`src/uart_flow_defs.svh`:
```
`ifndef UART_FLOW_DEFS_SVH
`define UART_FLOW_DEFS_SVH
// ======================================================
// register indices (byte address = 4 * index)
`define IDX_EFC 5'h00
`define IDX_RES1 5'h01
`define IDX_RES2 5'h02
`define IDX_STP1 5'h03
`define IDX_STP2 5'h04
`define IDX_IER 5'h05
`define IDX_ISR 5'h06
`define IDX_FCR 5'h07
`define IDX_MCR 5'h08
`define IDX_MSR 5'h09
`define IDX_TCR 5'h0A
`define IDX_TLR 5'h0B
`define IDX_FRAC 5'h0C
`define IDX_DIVL 5'h0D
`define IDX_DIVH 5'h0E
`define IDX_SCR 5'h0F
`define IDX_IOC 5'h10
// ======================================================
// reset values
`define RST_ZERO 8'h00
`define RST_TCR 8'h0F
`define RST_DIVL 8'h01
`define RST_DIVH 8'h00
`define RST_SCR 8'hFF
// ======================================================
// enhanced write masks and bit positions
`define MASK_IER_ENH 8'hF0
`define MASK_ISR_ENH 8'h30
`define MASK_FCR_ENH 8'h30
`define MASK_MCR_ENH 8'hE4
`define MASK_ALL 8'hFF
`define BIT_ENH 4
`define BIT_SPEC 5
`define BIT_ARTS 6
`define BIT_ACTS 7
`define BIT_ISR_SPEC 4
`define BIT_ISR_STOP 5
`define BIT_IER_SPEC 5
`define BIT_MCR_RTS 1
`define BIT_IOC_SRST 3
`define MODE_NONE 2'h0
`define MODE_SECOND 2'h1
`define MODE_FIRST 2'h2
`define MODE_BOTH 2'h3
`endif

```
`src/uart_flow_pkg.sv`:
```
package uart_flow_pkg;
   // ======================================================
   // bus request and character carriers
   typedef struct packed {
      logic read;
      logic write;
      logic [6:0] address;
      logic [31:0] writedata;
   } av_req_t;
   typedef struct packed {
      logic valid;
      logic [7:0] data;
   } char_t;
   typedef enum {SEND_IDLE, SEND_FIRST, SEND_SECOND} send_state_t;
endpackage

```
`src/uart_flow_control_features.sv`:
```
// Overview of operation
// - efr bits 3:2 pick transmit flow chars: none, first, second, or both sequentially.
// - efr bits 1:0 pick receive compare; 11 with single tx accepts either pair.
// - receive 11 with transmit 11 or 00 needs both chars as a sequential pair.
// - flow-control select bits are zero after reset.
// - enhanced register bits change only while enhanced enable bit 4 is one.
// - clearing enhanced enable freezes enhanced settings until it is set again.
// - special detect stores a char matching stop_char_second and sets status bit 4.
// - special detect and first-pair compare work independently.
// - with second-pair compare, stop_char_second is dropped; special flag needs enable bit 5.
// - auto rts raises request line at halt level, lowers it below resume level.
// - auto rts acts only once the request bit asserts the line low.
// - without auto rts, the request line follows its control bit.
// - auto cts stops transmission while clear-to-send is high.
// - four flow character registers load zero at power-up only.
// - divisor high byte powers up 0x00, low byte 0x01.
// - on reset modem status delta bits clear; upper bits show inverted inputs.
// - divisor, scratch and flow chars survive pin and software reset.
// - dual mode treats each pair as two consecutive line characters.
`timescale 1ns/10ps
`default_nettype none
`include "uart_flow_defs.svh"
module uart_flow_control_features (
   input wire logic i_clock,
   input wire logic i_rst,
   input wire logic i_power_on_rst,
   input wire uart_flow_pkg::av_req_t i_av,
   output logic [31:0] o_readdata,
   output logic o_waitrequest,
   input wire uart_flow_pkg::char_t i_rx,
   input wire logic [6:0] i_rx_fill,
   output uart_flow_pkg::char_t o_push,
   output uart_flow_pkg::char_t o_flow,
   input wire logic i_flow_ready,
   output logic o_tx_allow,
   input wire logic i_cts_n,
   input wire logic [3:0] i_modem_n,
   output logic o_rts_n,
   output logic o_rx_trigger
);
   // ======================================================
   // helpers
   function automatic logic [7:0] merge(input logic [7:0] old, input logic [7:0] nw,
                                        input logic [7:0] mask);
      merge = (old & ~mask) | (nw & mask);
   endfunction
   function automatic logic [6:0] level(input logic [3:0] x);
      level = {1'b0, x, 2'b00};
   endfunction

   // ======================================================
   // registers
   logic [7:0] efc, res1, res2, stp1, stp2, interrupt_enable_reg, interrupt_status_reg, fifo_control_reg, modem_control_reg, msr_delta;
   logic [7:0] trigger_control_reg, trigger_level_reg, frac, divl, divh, scr;
   logic [2:0] ioc;
   logic soft_rst;
   logic [1:0] cts_sync;
   logic [3:0] modem_s1, modem_s2, modem_old;
   logic pend_on, pend_off, sw_halt, rts_halted, stop_sent;
   uart_flow_pkg::send_state_t state;
   logic [7:0] second_char;

   wire rst_all = i_rst | soft_rst | i_power_on_rst;
   wire req = i_av.read | i_av.write;
   wire take = req & o_waitrequest;
   wire wr = i_av.write & ~o_waitrequest;
   wire rd = i_av.read & ~o_waitrequest;
   wire [4:0] idx = i_av.address[6:2];
   wire [7:0] wd = i_av.writedata[7:0];
   wire enh = efc[`BIT_ENH];
   wire [7:0] enh_mask_all = enh ? `MASK_ALL : `RST_ZERO;
   wire cts_high = cts_sync[1];

   // ======================================================
   // bus slave: one wait cycle, then a one-cycle answer
   always_ff @(posedge i_clock) begin
      if (rst_all) begin
         o_waitrequest <= 1'b1;
      end else begin
         o_waitrequest <= ~take;
      end
   end

   logic [7:0] rdata;
   always_comb begin
      if (idx == `IDX_EFC) rdata = efc;
      else if (idx == `IDX_RES1) rdata = res1;
      else if (idx == `IDX_RES2) rdata = res2;
      else if (idx == `IDX_STP1) rdata = stp1;
      else if (idx == `IDX_STP2) rdata = stp2;
      else if (idx == `IDX_IER) rdata = interrupt_enable_reg;
      else if (idx == `IDX_ISR) rdata = interrupt_status_reg;
      else if (idx == `IDX_FCR) rdata = fifo_control_reg;
      else if (idx == `IDX_MCR) rdata = modem_control_reg;
      else if (idx == `IDX_MSR) rdata = {~modem_s2, msr_delta[3:0]};
      else if (idx == `IDX_TCR) rdata = trigger_control_reg;
      else if (idx == `IDX_TLR) rdata = trigger_level_reg;
      else if (idx == `IDX_FRAC) rdata = frac;
      else if (idx == `IDX_DIVL) rdata = divl;
      else if (idx == `IDX_DIVH) rdata = divh;
      else if (idx == `IDX_SCR) rdata = scr;
      else if (idx == `IDX_IOC) rdata = {4'h0, soft_rst, ioc};
      else rdata = `RST_ZERO;
   end

   always_ff @(posedge i_clock) begin
      if (rst_all) begin
         o_readdata <= 32'h0000_0000;
      end else if (take) begin
         o_readdata <= {24'h00_0000, rdata};
      end
   end

   // ======================================================
   // input synchronisers
   always_ff @(posedge i_clock) begin
      cts_sync <= {cts_sync[0], i_cts_n};
      modem_s1 <= i_modem_n;
      modem_s2 <= modem_s1;
   end

   // ======================================================
   // power-up-only registers
   wire w_res1 = wr & (idx == `IDX_RES1);
   wire w_res2 = wr & (idx == `IDX_RES2);
   wire w_stp1 = wr & (idx == `IDX_STP1);
   wire w_stp2 = wr & (idx == `IDX_STP2);
   always_ff @(posedge i_clock) begin
      if (i_power_on_rst) begin
         res1 <= `RST_ZERO;
         res2 <= `RST_ZERO;
         stp1 <= `RST_ZERO;
         stp2 <= `RST_ZERO;
         divl <= `RST_DIVL;
         divh <= `RST_DIVH;
         scr <= `RST_SCR;
      end else if (wr) begin
         if (w_res1) res1 <= wd;
         if (w_res2) res2 <= wd;
         if (w_stp1) stp1 <= wd;
         if (w_stp2) stp2 <= wd;
         if (idx == `IDX_DIVL) divl <= wd;
         if (idx == `IDX_DIVH) divh <= wd;
         if (idx == `IDX_SCR) scr <= wd;
      end
   end

   // ======================================================
   // control registers with enhanced write gate
   wire [7:0] next_ier = merge(interrupt_enable_reg, wd, `MASK_ALL & ~(`MASK_IER_ENH & ~enh_mask_all));
   wire [7:0] next_fcr = merge(fifo_control_reg, wd, `MASK_ALL & ~(`MASK_FCR_ENH & ~enh_mask_all));
   wire [7:0] next_mcr = merge(modem_control_reg, wd, `MASK_ALL & ~(`MASK_MCR_ENH & ~enh_mask_all));
   wire w_tcr = wr & (idx == `IDX_TCR);
   always_ff @(posedge i_clock) begin
      if (rst_all) begin
         efc <= `RST_ZERO;
         interrupt_enable_reg <= `RST_ZERO;
         fifo_control_reg <= `RST_ZERO;
         modem_control_reg <= `RST_ZERO;
         trigger_control_reg <= `RST_TCR;
         trigger_level_reg <= `RST_ZERO;
         frac <= `RST_ZERO;
         ioc <= 3'h0;
      end else if (wr) begin
         if (idx == `IDX_EFC) efc <= wd;
         if (idx == `IDX_IER) interrupt_enable_reg <= next_ier;
         if (idx == `IDX_FCR) fifo_control_reg <= next_fcr;
         if (idx == `IDX_MCR) modem_control_reg <= next_mcr;
         if (w_tcr) trigger_control_reg <= merge(trigger_control_reg, wd, enh_mask_all);
         if (idx == `IDX_TLR) trigger_level_reg <= merge(trigger_level_reg, wd, enh_mask_all);
         if (idx == `IDX_FRAC) frac <= merge(frac, wd, enh_mask_all);
         if (idx == `IDX_IOC) ioc <= wd[2:0];
      end
   end

   always_ff @(posedge i_clock) begin
      if (i_rst | i_power_on_rst) begin
         soft_rst <= 1'b0;
      end else begin
         soft_rst <= wr & (idx == `IDX_IOC) & wd[`BIT_IOC_SRST] & ~soft_rst;
      end
   end

   // ======================================================
   // modem status deltas, cleared by read, set wins
   wire [3:0] modem_chg = modem_s2 ^ modem_old;
   wire rd_msr = rd & (idx == `IDX_MSR);
   always_ff @(posedge i_clock) begin
      modem_old <= modem_s2;
      if (rst_all) begin
         msr_delta <= `RST_ZERO;
      end else begin
         msr_delta <= {4'h0, modem_chg | (msr_delta[3:0] & {4{~rd_msr}})};
      end
   end

   // ======================================================
   // receive compare
   wire [1:0] rx_mode = efc[1:0];
   wire [1:0] tx_mode = efc[3:2];
   wire [7:0] ch = i_rx.data;
   wire on1 = ch == res1;
   wire on2 = ch == res2;
   wire off1 = ch == stp1;
   wire off2 = ch == stp2;
   wire seq = (rx_mode == `MODE_BOTH) & ((tx_mode == `MODE_BOTH) | (tx_mode == `MODE_NONE));
   wire on_single = (rx_mode == `MODE_FIRST) ? on1 :
                    (rx_mode == `MODE_SECOND) ? on2 :
                    (rx_mode == `MODE_BOTH) ? (on1 | on2) : 1'b0;
   wire off_single = (rx_mode == `MODE_FIRST) ? off1 :
                     (rx_mode == `MODE_SECOND) ? off2 :
                     (rx_mode == `MODE_BOTH) ? (off1 | off2) : 1'b0;
   wire resume_hit = seq ? (pend_on & on2) : on_single;
   wire stop_hit = seq ? (pend_off & off2) : off_single;
   wire resume_evt = i_rx.valid & resume_hit;
   wire stop_evt = i_rx.valid & stop_hit;
   wire spec = efc[`BIT_SPEC] & off2;
   wire spec_second = spec & (rx_mode == `MODE_SECOND);
   wire keep_char = ~(resume_hit | stop_hit) | (spec & ~spec_second);
   wire set_spec = i_rx.valid & spec & (~spec_second | interrupt_enable_reg[`BIT_IER_SPEC]);
   wire clr_isr = wr & (idx == `IDX_ISR) & enh;

   always_ff @(posedge i_clock) begin
      if (rst_all) begin
         pend_on <= 1'b0;
         pend_off <= 1'b0;
         o_push <= '0;
         interrupt_status_reg <= `RST_ZERO;
      end else begin
         if (i_rx.valid) begin
            pend_on <= on1 & ~resume_hit;
            pend_off <= off1 & ~stop_hit;
         end
         o_push.valid <= i_rx.valid & keep_char;
         o_push.data <= ch;
         interrupt_status_reg[`BIT_ISR_SPEC] <= set_spec | (interrupt_status_reg[`BIT_ISR_SPEC] & ~(clr_isr & wd[`BIT_ISR_SPEC]));
         interrupt_status_reg[`BIT_ISR_STOP] <= stop_evt | (interrupt_status_reg[`BIT_ISR_STOP] & ~(clr_isr & wd[`BIT_ISR_STOP]));
      end
   end

   // ======================================================
   // transmit gating
   always_ff @(posedge i_clock) begin
      if (rst_all | (rx_mode == `MODE_NONE)) begin
         sw_halt <= 1'b0;
      end else if (stop_evt) begin
         sw_halt <= 1'b1;
      end else if (resume_evt) begin
         sw_halt <= 1'b0;
      end
   end

   wire next_halt = stop_evt | (sw_halt & ~resume_evt & (rx_mode != `MODE_NONE));
   always_ff @(posedge i_clock) begin
      if (rst_all) begin
         o_tx_allow <= 1'b1;
      end else begin
         o_tx_allow <= ~next_halt & ~(efc[`BIT_ACTS] & cts_high);
      end
   end

   // ======================================================
   // auto request-to-send and trigger
   wire [6:0] halt_lvl = level(trigger_control_reg[3:0]);
   wire [6:0] resume_lvl = level(trigger_control_reg[7:4]);
   wire [6:0] trig_lvl = (trigger_level_reg[7:4] == 4'h0) ? 7'h01 : level(trigger_level_reg[7:4]);
   wire above_halt = i_rx_fill >= halt_lvl;
   wire below_resume = i_rx_fill < resume_lvl;
   always_ff @(posedge i_clock) begin
      if (rst_all) begin
         rts_halted <= 1'b0;
         o_rts_n <= 1'b1;
         o_rx_trigger <= 1'b0;
      end else begin
         if (above_halt) rts_halted <= 1'b1;
         else if (below_resume) rts_halted <= 1'b0;
         o_rts_n <= ~(modem_control_reg[`BIT_MCR_RTS] & ~(efc[`BIT_ARTS] & rts_halted));
         o_rx_trigger <= efc[`BIT_ARTS] & (i_rx_fill >= trig_lvl);
      end
   end

   // ======================================================
   // transmit flow characters
   wire need_stop = (tx_mode != `MODE_NONE) & above_halt & ~stop_sent;
   wire need_resume = stop_sent & below_resume;
   wire [7:0] first_char = need_stop ? ((tx_mode == `MODE_SECOND) ? stp2 : stp1) :
                                       ((tx_mode == `MODE_SECOND) ? res2 : res1);
   always_ff @(posedge i_clock) begin
      if (rst_all) begin
         state <= uart_flow_pkg::SEND_IDLE;
         o_flow <= '0;
         stop_sent <= 1'b0;
         second_char <= `RST_ZERO;
      end else begin
         case (state)
            uart_flow_pkg::SEND_IDLE: begin
               if (tx_mode == `MODE_NONE) begin
                  stop_sent <= 1'b0;
               end else if (need_stop | need_resume) begin
                  stop_sent <= need_stop;
                  o_flow.valid <= 1'b1;
                  o_flow.data <= first_char;
                  second_char <= need_stop ? stp2 : res2;
                  state <= uart_flow_pkg::SEND_FIRST;
               end
            end
            uart_flow_pkg::SEND_FIRST: begin
               if (i_flow_ready) begin
                  if (tx_mode == `MODE_BOTH) begin
                     o_flow.data <= second_char;
                     state <= uart_flow_pkg::SEND_SECOND;
                  end else begin
                     o_flow.valid <= 1'b0;
                     state <= uart_flow_pkg::SEND_IDLE;
                  end
               end
            end
            default: begin
               if (i_flow_ready) begin
                  o_flow.valid <= 1'b0;
                  state <= uart_flow_pkg::SEND_IDLE;
               end
            end
         endcase
      end
   end
endmodule
`default_nettype wire

```
`config.mk`:
```
export PLATFORM = sky130hd
export DESIGN_NAME = uart_flow_control_features
export DESIGN_NICKNAME = d
export VERILOG_FILES = /design/src/uart_flow_pkg.sv /design/src/uart_flow_control_features.sv
export VERILOG_INCLUDE_DIRS = /design/src
export SDC_FILE = /design/constraint.sdc
export NUM_CORES = 1
export LEC_CHECK = 0
export ABC_AREA = 1
export BUFFER_PORTS_ARGS = -buffer_cell sky130_fd_sc_hd__buf_2
export CAP_MARGIN = 20
export CORE_ASPECT_RATIO = 0.6
export CORE_MARGIN = 2
export CORE_UTILIZATION = 30
export DETAILED_ROUTE_END_ITERATION = 16
export GPL_ROUTABILITY_DRIVEN = 0
export GPL_TIMING_DRIVEN = 0
export PLACE_DENSITY = 0.52
export SLEW_MARGIN = 5
export SYNTH_ARGS = -nofsm -noshare
export SYNTH_HDL_FRONTEND = slang
export SYNTH_SLANG_ARGS = --single-unit
export TNS_END_PERCENT = 20
```
`constraint.sdc`:
```
create_clock -name i_clock -period 2 [get_ports i_clock]
set_clock_uncertainty 0.05 [all_clocks]
set_input_delay 0 -clock i_clock [delete_from_list [all_inputs] [get_ports i_clock]]
set_output_delay 0 -clock i_clock [all_outputs]
set_load 0.005 [all_outputs]
```
# --- Yosys cells after proc, flatten, opt, wreduce, memory -nomap -nowiden ---
# Index checks and enable logic that the tools add are counted.
totals:
  wordCells: 255
  reg_bits: 211
  mem_bits_ro: 0
  mem_bits_rw: 0
  latchBits: 0
  n_memories: 0
op_classes:
  n_eq_ne: 31
  n_div: 0
  n_bitwise: 100
  shift: 0
  mux: 51
  add_sub_neg: 0
  n_reduce_logical: 32
  magnitude_cmp: 3
  n_mul: 0
op_table:
  columns: ["cell", "n"]
  rows:
  - ["2-to-1 mux 8 bit", 22]
  - ["2-to-1 mux 32 bit", 4]
  - ["AND 8 bit", 10]
  - ["one-hot mux 32 bit (2 select lines)", 1]
  - ["NOT 8 bit", 6]
  - ["OR 8 bit", 6]
  - ["AND 1 bit", 41]
  - ["equality test 5 x 4 -> 1 bit, second input constant", 8]
  - ["equality test 32 x 1 -> 1 bit, second input constant", 1]
  - ["equality test 8 bit", 4]
  - ["logical NOT 32 bit", 1]
  - ["AND reduction 2 bit", 16]
  - ["2-to-1 mux 9 bit", 3]
  - ["equality test 5 x 3 -> 1 bit, second input constant", 4]
  - ["NOT 1 bit", 17]
  - ["2-to-1 mux 1 bit", 16]
  - ["one-hot mux 8 bit (2 select lines)", 1]
  - ["OR 1 bit", 15]
  - ["greater-or-equal comparator 7 x 6 -> 1 bit", 2]
  - ["nonzero test 2 bit", 7]
  - ["equality test 5 x 2 -> 1 bit, second input constant", 2]
  - ["inequality test 2 bit, second input constant", 5]
  - ["AND reduction 5 bit", 2]
  - ["NOT 6 -> 8 bit", 1]
  - ["18 further kinds", 22]

# --- Depth between registers and ports, before layout ---
# Gate-level depths: netlist (run 1).
depth:
  depth_word: 18
  ltp_mapped: 16
  ltp_nobuf: 16

# --- Worst setup path after synthesis (run 1) ---
# Ideal clock, no wire load.
synth_timing:
  path_kind: "reg-to-reg"
  start: "register efc[2]"
  end: "register o_flow[0] (netlist bit)"
  path_stages_with_launch: 11
  n_path_buf: 0
  t_arrival_ns: 1.817
  synth_period_minus_slack_ns: 1.980
  slack_ns: 0.020
  setup_ns: 0.113
  path_cell_list: "dfxtp_1 -> inv_1 -> ha_1 -> nor2_1 -> nand2_1 -> nand2_1 -> nand2_2 -> nand2_2 -> nand2_2 -> nor2_1 -> nor2_1"
synth_via:
  elab_chain_len: 7
synth_rtl:
  columns: ["element", "line", "source"]
  rows:
  - ["start, declared", "uart_flow_control_features.sv:53", "logic [7:0] efc, res1, res2, stp1, stp2, interrupt_enable_reg, interrupt_status_reg, fifo_control_reg, modem_c ..."]
  - ["start signal, assigned", "uart_flow_control_features.sv:156", "efc <= `RST_ZERO;"]
  - ["start signal, assigned", "uart_flow_control_features.sv:165", "if (idx == `IDX_EFC) efc <= wd;"]
  - ["nonzero test 2 bit (no source line)", null, null]
  - ["AND 1 bit (2 in series)", "uart_flow_control_features.sv:284", "wire need_stop = (tx_mode != `MODE_NONE) & above_halt & ~stop_sent;"]
  - ["2-to-1 mux 8 bit", "uart_flow_control_features.sv:286", "wire [7:0] first_char = need_stop ? ((tx_mode == `MODE_SECOND) ? stp2 : stp1) :"]
  - ["2-to-1 mux 9 bit", "uart_flow_control_features.sv:299", "end else if (need_stop | need_resume) begin"]
  - ["2-to-1 mux 9 bit", "uart_flow_control_features.sv:297", "if (tx_mode == `MODE_NONE) begin"]
  - ["one-hot mux 8 bit (2 select lines)", "uart_flow_control_features.sv:295", "case (state)"]
  - ["end, declared", "uart_flow_control_features.sv:33", "output uart_flow_pkg::char_t o_flow,"]
# Parallel ways exist; a longest one is shown, timed or not. The select of a mux whose other input is x is not followed.
# A chain may end at the register's enable or synchronous reset.

# --- Worst setup path after layout (run 1) ---
layout_timing:
  start: "register modem_s2[2]"
  end: "register o_readdata[6]"
layout_via:
  elab_chain_len: 11
layout_rtl:
  columns: ["element", "line", "source"]
  rows:
  - ["start, declared", "uart_flow_control_features.sv:58", "logic [3:0] modem_s1, modem_s2, modem_old;"]
  - ["start signal, assigned", "uart_flow_control_features.sv:119", "modem_s2 <= modem_s1;"]
  - ["NOT 4 bit", "uart_flow_control_features.sv:95", "else if (idx == `IDX_MSR) rdata = {~modem_s2, msr_delta[3:0]};"]
  - ["2-to-1 mux 8 bit", "uart_flow_control_features.sv:95", null]
  - ["2-to-1 mux 8 bit", "uart_flow_control_features.sv:94", "else if (idx == `IDX_MCR) rdata = modem_control_reg;"]
  - ["2-to-1 mux 8 bit", "uart_flow_control_features.sv:93", "else if (idx == `IDX_FCR) rdata = fifo_control_reg;"]
  - ["2-to-1 mux 8 bit", "uart_flow_control_features.sv:92", "else if (idx == `IDX_ISR) rdata = interrupt_status_reg;"]
  - ["2-to-1 mux 8 bit", "uart_flow_control_features.sv:91", "else if (idx == `IDX_IER) rdata = interrupt_enable_reg;"]
  - ["2-to-1 mux 8 bit", "uart_flow_control_features.sv:90", "else if (idx == `IDX_STP2) rdata = stp2;"]
  - ["2-to-1 mux 8 bit", "uart_flow_control_features.sv:89", "else if (idx == `IDX_STP1) rdata = stp1;"]
  - ["2-to-1 mux 8 bit", "uart_flow_control_features.sv:88", "else if (idx == `IDX_RES2) rdata = res2;"]
  - ["2-to-1 mux 8 bit", "uart_flow_control_features.sv:87", "else if (idx == `IDX_RES1) rdata = res1;"]
  - ["2-to-1 mux 8 bit", "uart_flow_control_features.sv:86", "if (idx == `IDX_EFC) rdata = efc;"]
  - ["end signal, assigned", "uart_flow_control_features.sv:110", "o_readdata <= {24'h00_0000, rdata};"]
  - ["end, declared", "uart_flow_control_features.sv:28", "output logic [31:0] o_readdata,"]
# No other way between the ends.

==> impl_metrics.tcl, run 1 <==
set metrics [dict create \
    syn-instance-count 1270 \
    synth_top_area_share_pct 41.0 \
    drtAntennaViolNets 0 \
    antenna_found_initial 2 \
    num_io_pins 120 \
    fin_setup_tns_ns -1.10 \
    grt_max_degree 17 \
    placementRows 48 \
    ys.flop_type "dfxtp_1" \
    finalHoldViolCount 0 \
    cts_root_buf "clkbuf_16" \
    slew-limit-headroom_pct 36.8 \
    num_vias 8948 \
    outcome "finished with violations" \
    multi_input_area_um2 4710 \
    drt-pass1-iter-count 5 \
    p_total_mw 7.98 \
    dp.cells 1733 \
    clkSlewWorstSetupHoldPaths_ns 0.07 \
    slowest_delay_ns 0.40 \
    viasPerCell 4.92 \
    port_buffers 65 \
    routedWlPerCell_um 18.4 \
    drive_gt1_share_pct 18.4 \
    avgSynthCellArea_um2 6.95 \
    cellLeakagePower_nw 4.63 \
    violations "negative setup slack" \
    drc 0 \
    p_per_area_nw_per_um2 710 \
    first_global_vias 7769 \
    cts_tree "built" \
    arrival_ns 2.43 \
    timing.rr.end "o_readdata[6]" \
    cts_num_sinks 181 \
    crit_path_end "o_readdata[6]" \
    synth_area_leader_cell "dfxtp_1" \
    hpwl_um 25000 \
    final_common_cell "nand2_1" \
    synth_edf_count 0 \
    syn-cell-area_um2 8830 \
    seq_area_um2 3640 \
    gr-usage-all-layers_pct 22.2 \
    setup_ws_ns -0.172 \
    start_kind "flop" \
    drtIter0Drc 1074 \
    final_cells 1819 \
    fp.dieW_um 225 \
    grt_pass1_wl_um 49200 \
    layout_common_cells "nand2_1, dfxtp_1, nor2_1, inv_1, o21ai_0" \
    ys_types 40 \
    die_area_um2 30900 \
    fin_nets 1512 \
    drv_slew 0 \
    fmax_ghz 0.460 \
    maxCapViolations 0 \
    worstSetupStartpoint "modem_s2[2]" \
    critPathMaxFanout 3 \
    worst_pin_slew_ns 0.948 \
    clkLatencyLatePin_ns 0.46 \
    cts_buffers 17 \
    synth_seq_cells 181 \
    crit_type "reg2reg" \
    fin_crit_ns 2.17 \
    slowest_stage "dfxtp_1" \
    diodes 0 \
    rsz0062_at_grt "true" \
    core_area_um2 28800 \
    end_kind "flop" \
    ir_drop_uv 448 \
    hp-class "in2reg" \
    routed_wl_um 33400 \
    area_delta_synth_final_pct 27.2 \
    synth_area_leaders "dfxtp_1, nand2_1, o21ai_0, a21oi_1, nor2_1" \
    fin_crit_sh_pct 109 \
    die-height_um 137 \
    path_delay_family "simple AND/OR/NAND/NOR gates" \
    rr_startpoint "modem_s2[2]" \
    setup-violations-final 21 \
    path_depth 9 \
    async_flop_share_pct 0 \
    cts_max_level 4 \
    grt-ovfl-total 0 \
    crit_chain "o21ai_0 -> inv_1 -> nand4_1 -> nand2_1 -> nand3_1 -> nor2_1 -> nand4_1 -> nand2_1 -> a21oi_1" \
    ys_warn_count 0 \
    reg2reg_slack_ns -0.17 \
    start_util_pct 30.6 \
    nFillCells 3068 \
    required_ns 2.26 \
    ys_seq_area_share_pct 41.0 \
    r2r_cells 9 \
    pre_cts_ws_ns -0.850 \
    path_buf_inv 1 \
    cts_buffer_depth 2 \
]
## stage by stage
step	cell area (µm²)	util, %	hold slack (ns)
5_1_grt	11200	39.0	0.117
6_report	11200	39.0	0.0589
3_3_place_gp	9710	33.7	0.0525
4_1_cts	11100	38.4	0.0548
2_1_floorplan	8920	-	-0.0223
3_5_place_dp	9710	33.7	0.0536
## logic make-up (layout without fill, tap and decap cells)
logic type / after synthesis / in the layout / share of synthesized area (%)
compound gates: 298 / 298 / 17.6
other cells: 1 / 24 / 0.0425
flops: 181 / 181 / 41.0
fa+ha+maj: 15 / 15 / 2.13
simple gates: 533 / 536 / 26.1
xor+xnor: 22 / 22 / 2.18
buf+inv: 216 / 364 / 10.5
mux: 4 / 4 / 0.453
## tightest hold or removal path: stages
cell,delay [ns]
buf_2,0.12
ha_1,0.14
a21oi_1,0.04
nor2_1,0.07
o311ai_0,0.11
inv_1,0.06
## timing repair
item | 4_1_cts | 5_1_grt
cloned | 6 | 0
endpoints found under the hold margin | 66 | 0
endpoints found under the setup margin | 108 | 45
gates resized for setup | 87 | 43
pin swaps | 29 | 18
buffers inserted | 12 | 9
hold buffers | 30 | 0
## synthesized netlist by cell type (all sizes together), types with 2 or more instances
cell and count:
nand2 270, dfxtp 181, nor2 160, o21ai 148
inv 145, a21oi 127, nand3 55, clkbuf 38
buf 31, nand4 24, o211ai 16, ha 15
xnor2 12, or2 10, xor2 10, nor3 9
mux2i 4, a21boi 2, clkinv 2, nand3b 2
nor4 2
## power by group
group	switching, mW	total (mW)	leakage, nW	internal (mW)
sequential	0.0203	3.66	1.47	3.64
clock	1.59	3.60	0.298	2.01
combinational	0.475	0.714	2.87	0.239
## per-layer routing
metal | part of all wire [%] | vias to the layer above | global-route usage, %
met3 | 11 | 31 | 7.88
met2 | 35 | 364 | 26.6
met5 | 0 | - | 0
li1 | - | 4404 | -
met1 | 53 | 4149 | 35.5
met4 | 1.1 | 0 | 4.86
## worst min-delay path by stage
stage,start,to,slack [ns],depth (start not counted)
after detailed placement,i_modem_n[3],modem_s1[3],0.05,1
after global routing,i_modem_n[1],modem_s1[1],0.12,2
after floorplan,i_cts_n,cts_sync[0],-0.02,0
after CTS,i_rx_fill[4],o_rx_trigger,0.05,6
after global placement,i_modem_n[1],modem_s1[1],0.05,1
final,i_rx_fill[4],o_rx_trigger,0.06,6
## area by class of cell
type / count / share of cell area [%]
clock inverters: 14 / 1.54
repair buffers: 118 / 7.36
plain buffers: 67 / 3.67
inverters: 147 / 4.97
multi-input cells: 899 / 42.0
clock buffers: 18 / 3.91
well taps: 375 / 4.18
flip-flops and latches: 181 / 32.4
Note: power is estimated with default switching activity, not from simulation.
==> run 2: changes to the inputs <==
--- a/config.mk
+++ b/config.mk
@@ -9,14 +9,13 @@
 export ABC_AREA = 1
 export BUFFER_PORTS_ARGS = -buffer_cell sky130_fd_sc_hd__buf_2
 export CAP_MARGIN = 20
-export CORE_ASPECT_RATIO = 0.6
+export CORE_ASPECT_RATIO = 0.75
 export CORE_MARGIN = 2
 export CORE_UTILIZATION = 30
 export DETAILED_ROUTE_END_ITERATION = 16
 export GPL_ROUTABILITY_DRIVEN = 0
 export GPL_TIMING_DRIVEN = 0
 export PLACE_DENSITY = 0.52
-export SLEW_MARGIN = 5
 export SYNTH_ARGS = -nofsm -noshare
 export SYNTH_HDL_FRONTEND = slang
 export SYNTH_SLANG_ARGS = --single-unit
==> impl_metrics.tcl, run 2 (synthesis results as in run 1) <==
set metrics [dict create \
    outcome "finished with violations" \
    violations "negative setup slack" \
    die-height_um 153 \
    arrival_ns 2.42 \
    gr-usage-all-layers_pct 20.6 \
    wl_met3_um 2590 \
    fmax_ghz 0.479 \
    pre_cts_ws_ns -0.675 \
    drv_slew 0 \
    num_vias 8839 \
    crit_type "reg2reg" \
    fp.dieW_um 202 \
    clkLatencyLatePin_ns 0.45 \
    nFillCells 3110 \
    routed_wl_um 31700 \
    ir_drop_uv 620 \
    cts_tree "built" \
    final_common_cell "nand2_1" \
    multi_input_area_um2 4700 \
    placementRows 54 \
    first_global_vias 7905 \
    worst_pin_slew_ns 0.865 \
    core_area_um2 29100 \
    hold_slack_ns 0.0290 \
    hp-class "in2reg" \
    critPathMaxFanout 7 \
    internal_power_mw 5.88 \
    routedWlPerCell_um 17.3 \
    hpwl_um 23400 \
    antenna_found_initial 1 \
    cts_buffer_depth 2 \
    reg2reg_slack_ns -0.09 \
    drtIter0Drc 850 \
    port_buffers 65 \
    grt_max_degree 17 \
    drtAntennaViolNets 0 \
    fin_crit_ns 2.09 \
    cts_root_buf "clkbuf_16" \
    layout_common_cells "nand2_1, dfxtp_1, nor2_1, inv_1, o21ai_0" \
    wl_met1_um 16400 \
    slew-limit-headroom_pct 42.3 \
    grt_pass1_wl_um 48100 \
    power_frac_seq_pct 46.4 \
    end_kind "flop" \
    start_kind "flop" \
    dp.cells 1751 \
    place_area_um2 9740 \
    cts_num_sinks 181 \
    power.share.switching_pct 25.5 \
    cellLeakagePower_nw 4.63 \
    post-route-util_pct 38.7 \
    met2_length_um 12400 \
    drc 0 \
    stdcell_area_um2 11200 \
    slowest_delay_ns 0.34 \
    grt-ovfl-total 0 \
    seq_area_um2 3630 \
    rsz0062_at_grt "true" \
    viasPerCell 4.82 \
    p_per_area_nw_per_um2 702 \
    start_util_pct 30.4 \
    fin_nets 1511 \
    diodes 0 \
    required_ns 2.33 \
    power_frac_comb_pct 8.8 \
    slowest_stage "dfxtp_2" \
    die_area_um2 30800 \
    area_delta_synth_final_pct 27.3 \
    final_cells 1835 \
    setup_ws_ns -0.0888 \
    setup-violations-final 19 \
    finalHoldViolCount 0 \
    clkSlewWorstSetupHoldPaths_ns 0.08 \
    crit_chain "ha_4 -> nand3_2 -> a21oi_2 -> o21ai_1 -> nand2_1 -> a21oi_2 -> nand2_2 -> nand2_4 -> nand2_4 -> nand2_8 -> buf_12 -> buf_6 -> buf_16 -> a21oi_1" \
    p_total_mw 7.89 \
    drive_gt1_share_pct 18.1 \
    num_io_pins 120 \
    cts_buffers 17 \
    p_sw_mw 2.01 \
    fin_setup_tns_ns -0.850 \
    drt-pass1-iter-count 5 \
    fin_crit_sh_pct 104 \
    pwr-share-clk_pct 44.8 \
    topRoutingLayerUsed "met4" \
    cts_max_level 4 \
    maxCapViolations 0 \
]
run 2: cell types whose count changed in the layout (fill, tap and decap cells not counted), sizes merged:
cell / previous run / this run
clkbuf: 55 / 59
inv: 150 / 147
nand2: 273 / 272
buf: 118 / 119
dlygate4sd3: 30 / 28
run 2: metal layers:
metal / vias up / global-route usage (%)
met4: 0 / 4.62
met3: 17 / 4.15
met1: 4126 / 32.7
met2: 300 / 27.8
li1: 4396 / -
met5: - / 0
run 2: final timing paths:
| path | startpoint | to | cells after the start |
|---|---|---|---|
| worst min-delay path | i_av[34] | soft_rst | 4 |
| worst max-delay path | flop | second_char[5] | 14 |
| worst max register to register | flop | second_char[5] | 14 |
| worst min register to register | modem_s1[0] | modem_s2[0] | 0 |
run 2: layout make-up:
class / count / share of cell area (%)
repair buffers: 118 / 7.57
flip-flops and latches: 181 / 32.3
clock inverters: 11 / 1.32
clock buffers: 21 / 4.01
plain buffers: 67 / 3.71
inverters: 147 / 4.92
well taps: 392 / 4.36
multi-input cells: 898 / 41.8
run 2: power groups by stage:
stage,sequential [mW],clock (mW),combinational [mW]
CTS,3.66,3.60,0.662
finish,3.66,3.54,0.695
detailed placement,3.74,0,0.596
floorplan,3.74,0,0.335
global placement,3.74,0,0.594
global route,3.66,3.75,0.745
run 2: repair_timing:
action	in CTS	in global routing
hold buffers	28	0
pin swaps	27	17
setup endpoints to repair	91	45
cloned	4	0
endpoints found under the hold margin	63	0
setup buffers	12	11
gates resized for setup	92	35
run 2: critical path, delay by kind of cell (launching register included):
family / cells / cell delay, ns
compound gates: 4 / 0.37
fa+ha+maj: 1 / 0.26
buf+inv: 3 / 0.41
flops: 1 / 0.34
simple gates: 6 / 0.59
==> run 3: changes to the inputs <==
--- a/config.mk
+++ b/config.mk
@@ -15,7 +15,7 @@
 export DETAILED_ROUTE_END_ITERATION = 16
 export GPL_ROUTABILITY_DRIVEN = 0
 export GPL_TIMING_DRIVEN = 0
-export PLACE_DENSITY = 0.52
+export PLACE_DENSITY = 0.51
 export SYNTH_ARGS = -nofsm -noshare
 export SYNTH_HDL_FRONTEND = slang
 export SYNTH_SLANG_ARGS = --single-unit
==> impl_metrics.tcl, run 3 (synthesis results as in run 1) <==
set metrics [dict create \
    outcome "finished with violations" \
    violations "negative setup slack" \
    grt-ovfl-total 0 \
    nFillCells 3125 \
    cts_max_level 4 \
    grt_use_met2_pct 28.1 \
    drt-pass1-iter-count 5 \
    grt_max_degree 17 \
    grt_pass1_wl_um 48100 \
    drive_gt1_share_pct 18.5 \
    port_buffers 65 \
    fin_nets 1508 \
    critPathMaxFanout 5 \
    p_total_mw 7.51 \
    fin_crit_ns 2.07 \
    die-height_um 153 \
    hpwl_um 23500 \
    cellLeakagePower_nw 4.59 \
    power_frac_seq_pct 48.7 \
    drv_slew 0 \
    cts_num_sinks 181 \
    end_kind "flop" \
    routed_wl_um 31700 \
    internal_power_mw 5.49 \
    drtAntennaViolNets 0 \
    setup-violations-final 10 \
    finalHoldViolCount 0 \
    worst_pin_slew_ns 0.816 \
    power_frac_comb_pct 9.2 \
    cts_tree "built" \
    clkLatencyLatePin_ns 0.45 \
    fp.dieW_um 202 \
    first_global_vias 7961 \
    core_area_um2 29100 \
    rsz0062_at_grt "true" \
    antenna_found_initial 1 \
    drc 0 \
    grt.busiest_layer "met1" \
    met3_usage_pct 4.68 \
    crit_type "reg2reg" \
    diodes 0 \
    final_common_cell "nand2_1" \
    met1_usage_pct 32.3 \
    maxCapViolations 0 \
    layout_common_cells "nand2_1, dfxtp_1, nor2_1, inv_1, o21ai_0" \
    gr-usage-all-layers_pct 20.6 \
    fmax_ghz 0.482 \
    die_area_um2 30800 \
    cts_buffer_depth 2 \
    pre_cts_ws_ns -0.704 \
    drtIter0Drc 997 \
    p_sw_mw 2.02 \
    num_io_pins 120 \
    post-route-util_pct 38.4 \
    num_vias 8925 \
    pwr-share-clk_pct 42.1 \
    routedWlPerCell_um 17.3 \
    cts_buffers 17 \
    p_per_area_nw_per_um2 674 \
    setup_ws_ns -0.0747 \
    ir_drop_uv 677 \
    clkSlewWorstSetupHoldPaths_ns 0.07 \
    power.share.switching_pct 26.9 \
    slew-limit-headroom_pct 45.6 \
    viasPerCell 4.87 \
    start_kind "flop" \
    start_util_pct 30.4 \
    required_ns 2.34 \
    arrival_ns 2.41 \
    cts_root_buf "clkbuf_16" \
    hp-class "in2reg" \
    fin_crit_sh_pct 104 \
    area_delta_synth_final_pct 26.2 \
    placementRows 54 \
]
[run 3: path summary, 6_finish.rpt]
path	to	startpoint	slack [ns]	cells past startpoint
worst max-delay path	o_flow[1]	flop	-0.07	16
worst min-delay path	soft_rst	i_av[35]	0.03	4
worst max register to register	o_flow[1]	flop	-0.07	16
worst min register to register	modem_s2[0]	modem_s1[0]	0.28	0
[run 3: area by class of cell]
class                           count  area [µm²]  area share [%]
Multi-Input combinational cell    898        4700            42.2
Sequential cell                   181        3640            32.6
Timing Repair Buffer              115         816            7.32
Inverter                          147         556            4.99
Tap cell                          392         490            4.40
Clock buffer                       20         447            4.01
Buffer                             67         414            3.72
Clock inverter                     11        78.8           0.707
[run 3: metrics by stage]
step | hold WS (ns) | cell area, µm² | instances | setup TNS, ns
after floorplan | -0.0223 | 8920 | 1293 | 0
after global placement | 0.0528 | 9730 | 1750 | -45.99
after detailed placement | 0.0536 | 9740 | 1751 | -28.15
after CTS | 0.00372 | 11000 | 1822 | -0.450
after global routing | 0.0598 | 11100 | 1831 | -2.35
final | 0.0330 | 11100 | 1831 | -0.338
[run 3: layer usage]
metal	vias up	part of all wire (%)
met5	-	0
met4	0	1.1
met3	31	8.4
li1	4384	-
met2	348	40
met1	4162	51
[run 3: worst max-delay path, cell delays in order (launching register included)]
cell	delay, ns
dfxtp_2	0.32
inv_2	0.05
ha_1	0.28
inv_2	0.06
a21oi_2	0.03
o21ai_1	0.11
nand2_1	0.07
a21oi_2	0.13
nand2_2	0.12
nand2_4	0.13
nand2_4	0.08
nand2_8	0.13
nand2_8	0.09
buf_4	0.15
nand3_2	0.05
nand2_1	0.06
nor2_1	0.10
[run 3: power groups by stage]
stage | Combinational [mW] | Clock, mW | Sequential (mW)
CTS | 0.665 | 3.20 | 3.66
finish | 0.691 | 3.16 | 3.66
global placement | 0.594 | 0 | 3.74
detailed placement | 0.597 | 0 | 3.74
floorplan | 0.335 | 0 | 3.74
global route | 0.744 | 3.36 | 3.66
[run 3: repair_timing]
action,in CTS,in global routing
pin swaps,23,26
resized for setup,87,45
setup endpoints to repair,90,57
endpoints found under the hold margin,65,0
setup buffers,9,10
cloned,3,0
hold buffers,29,0
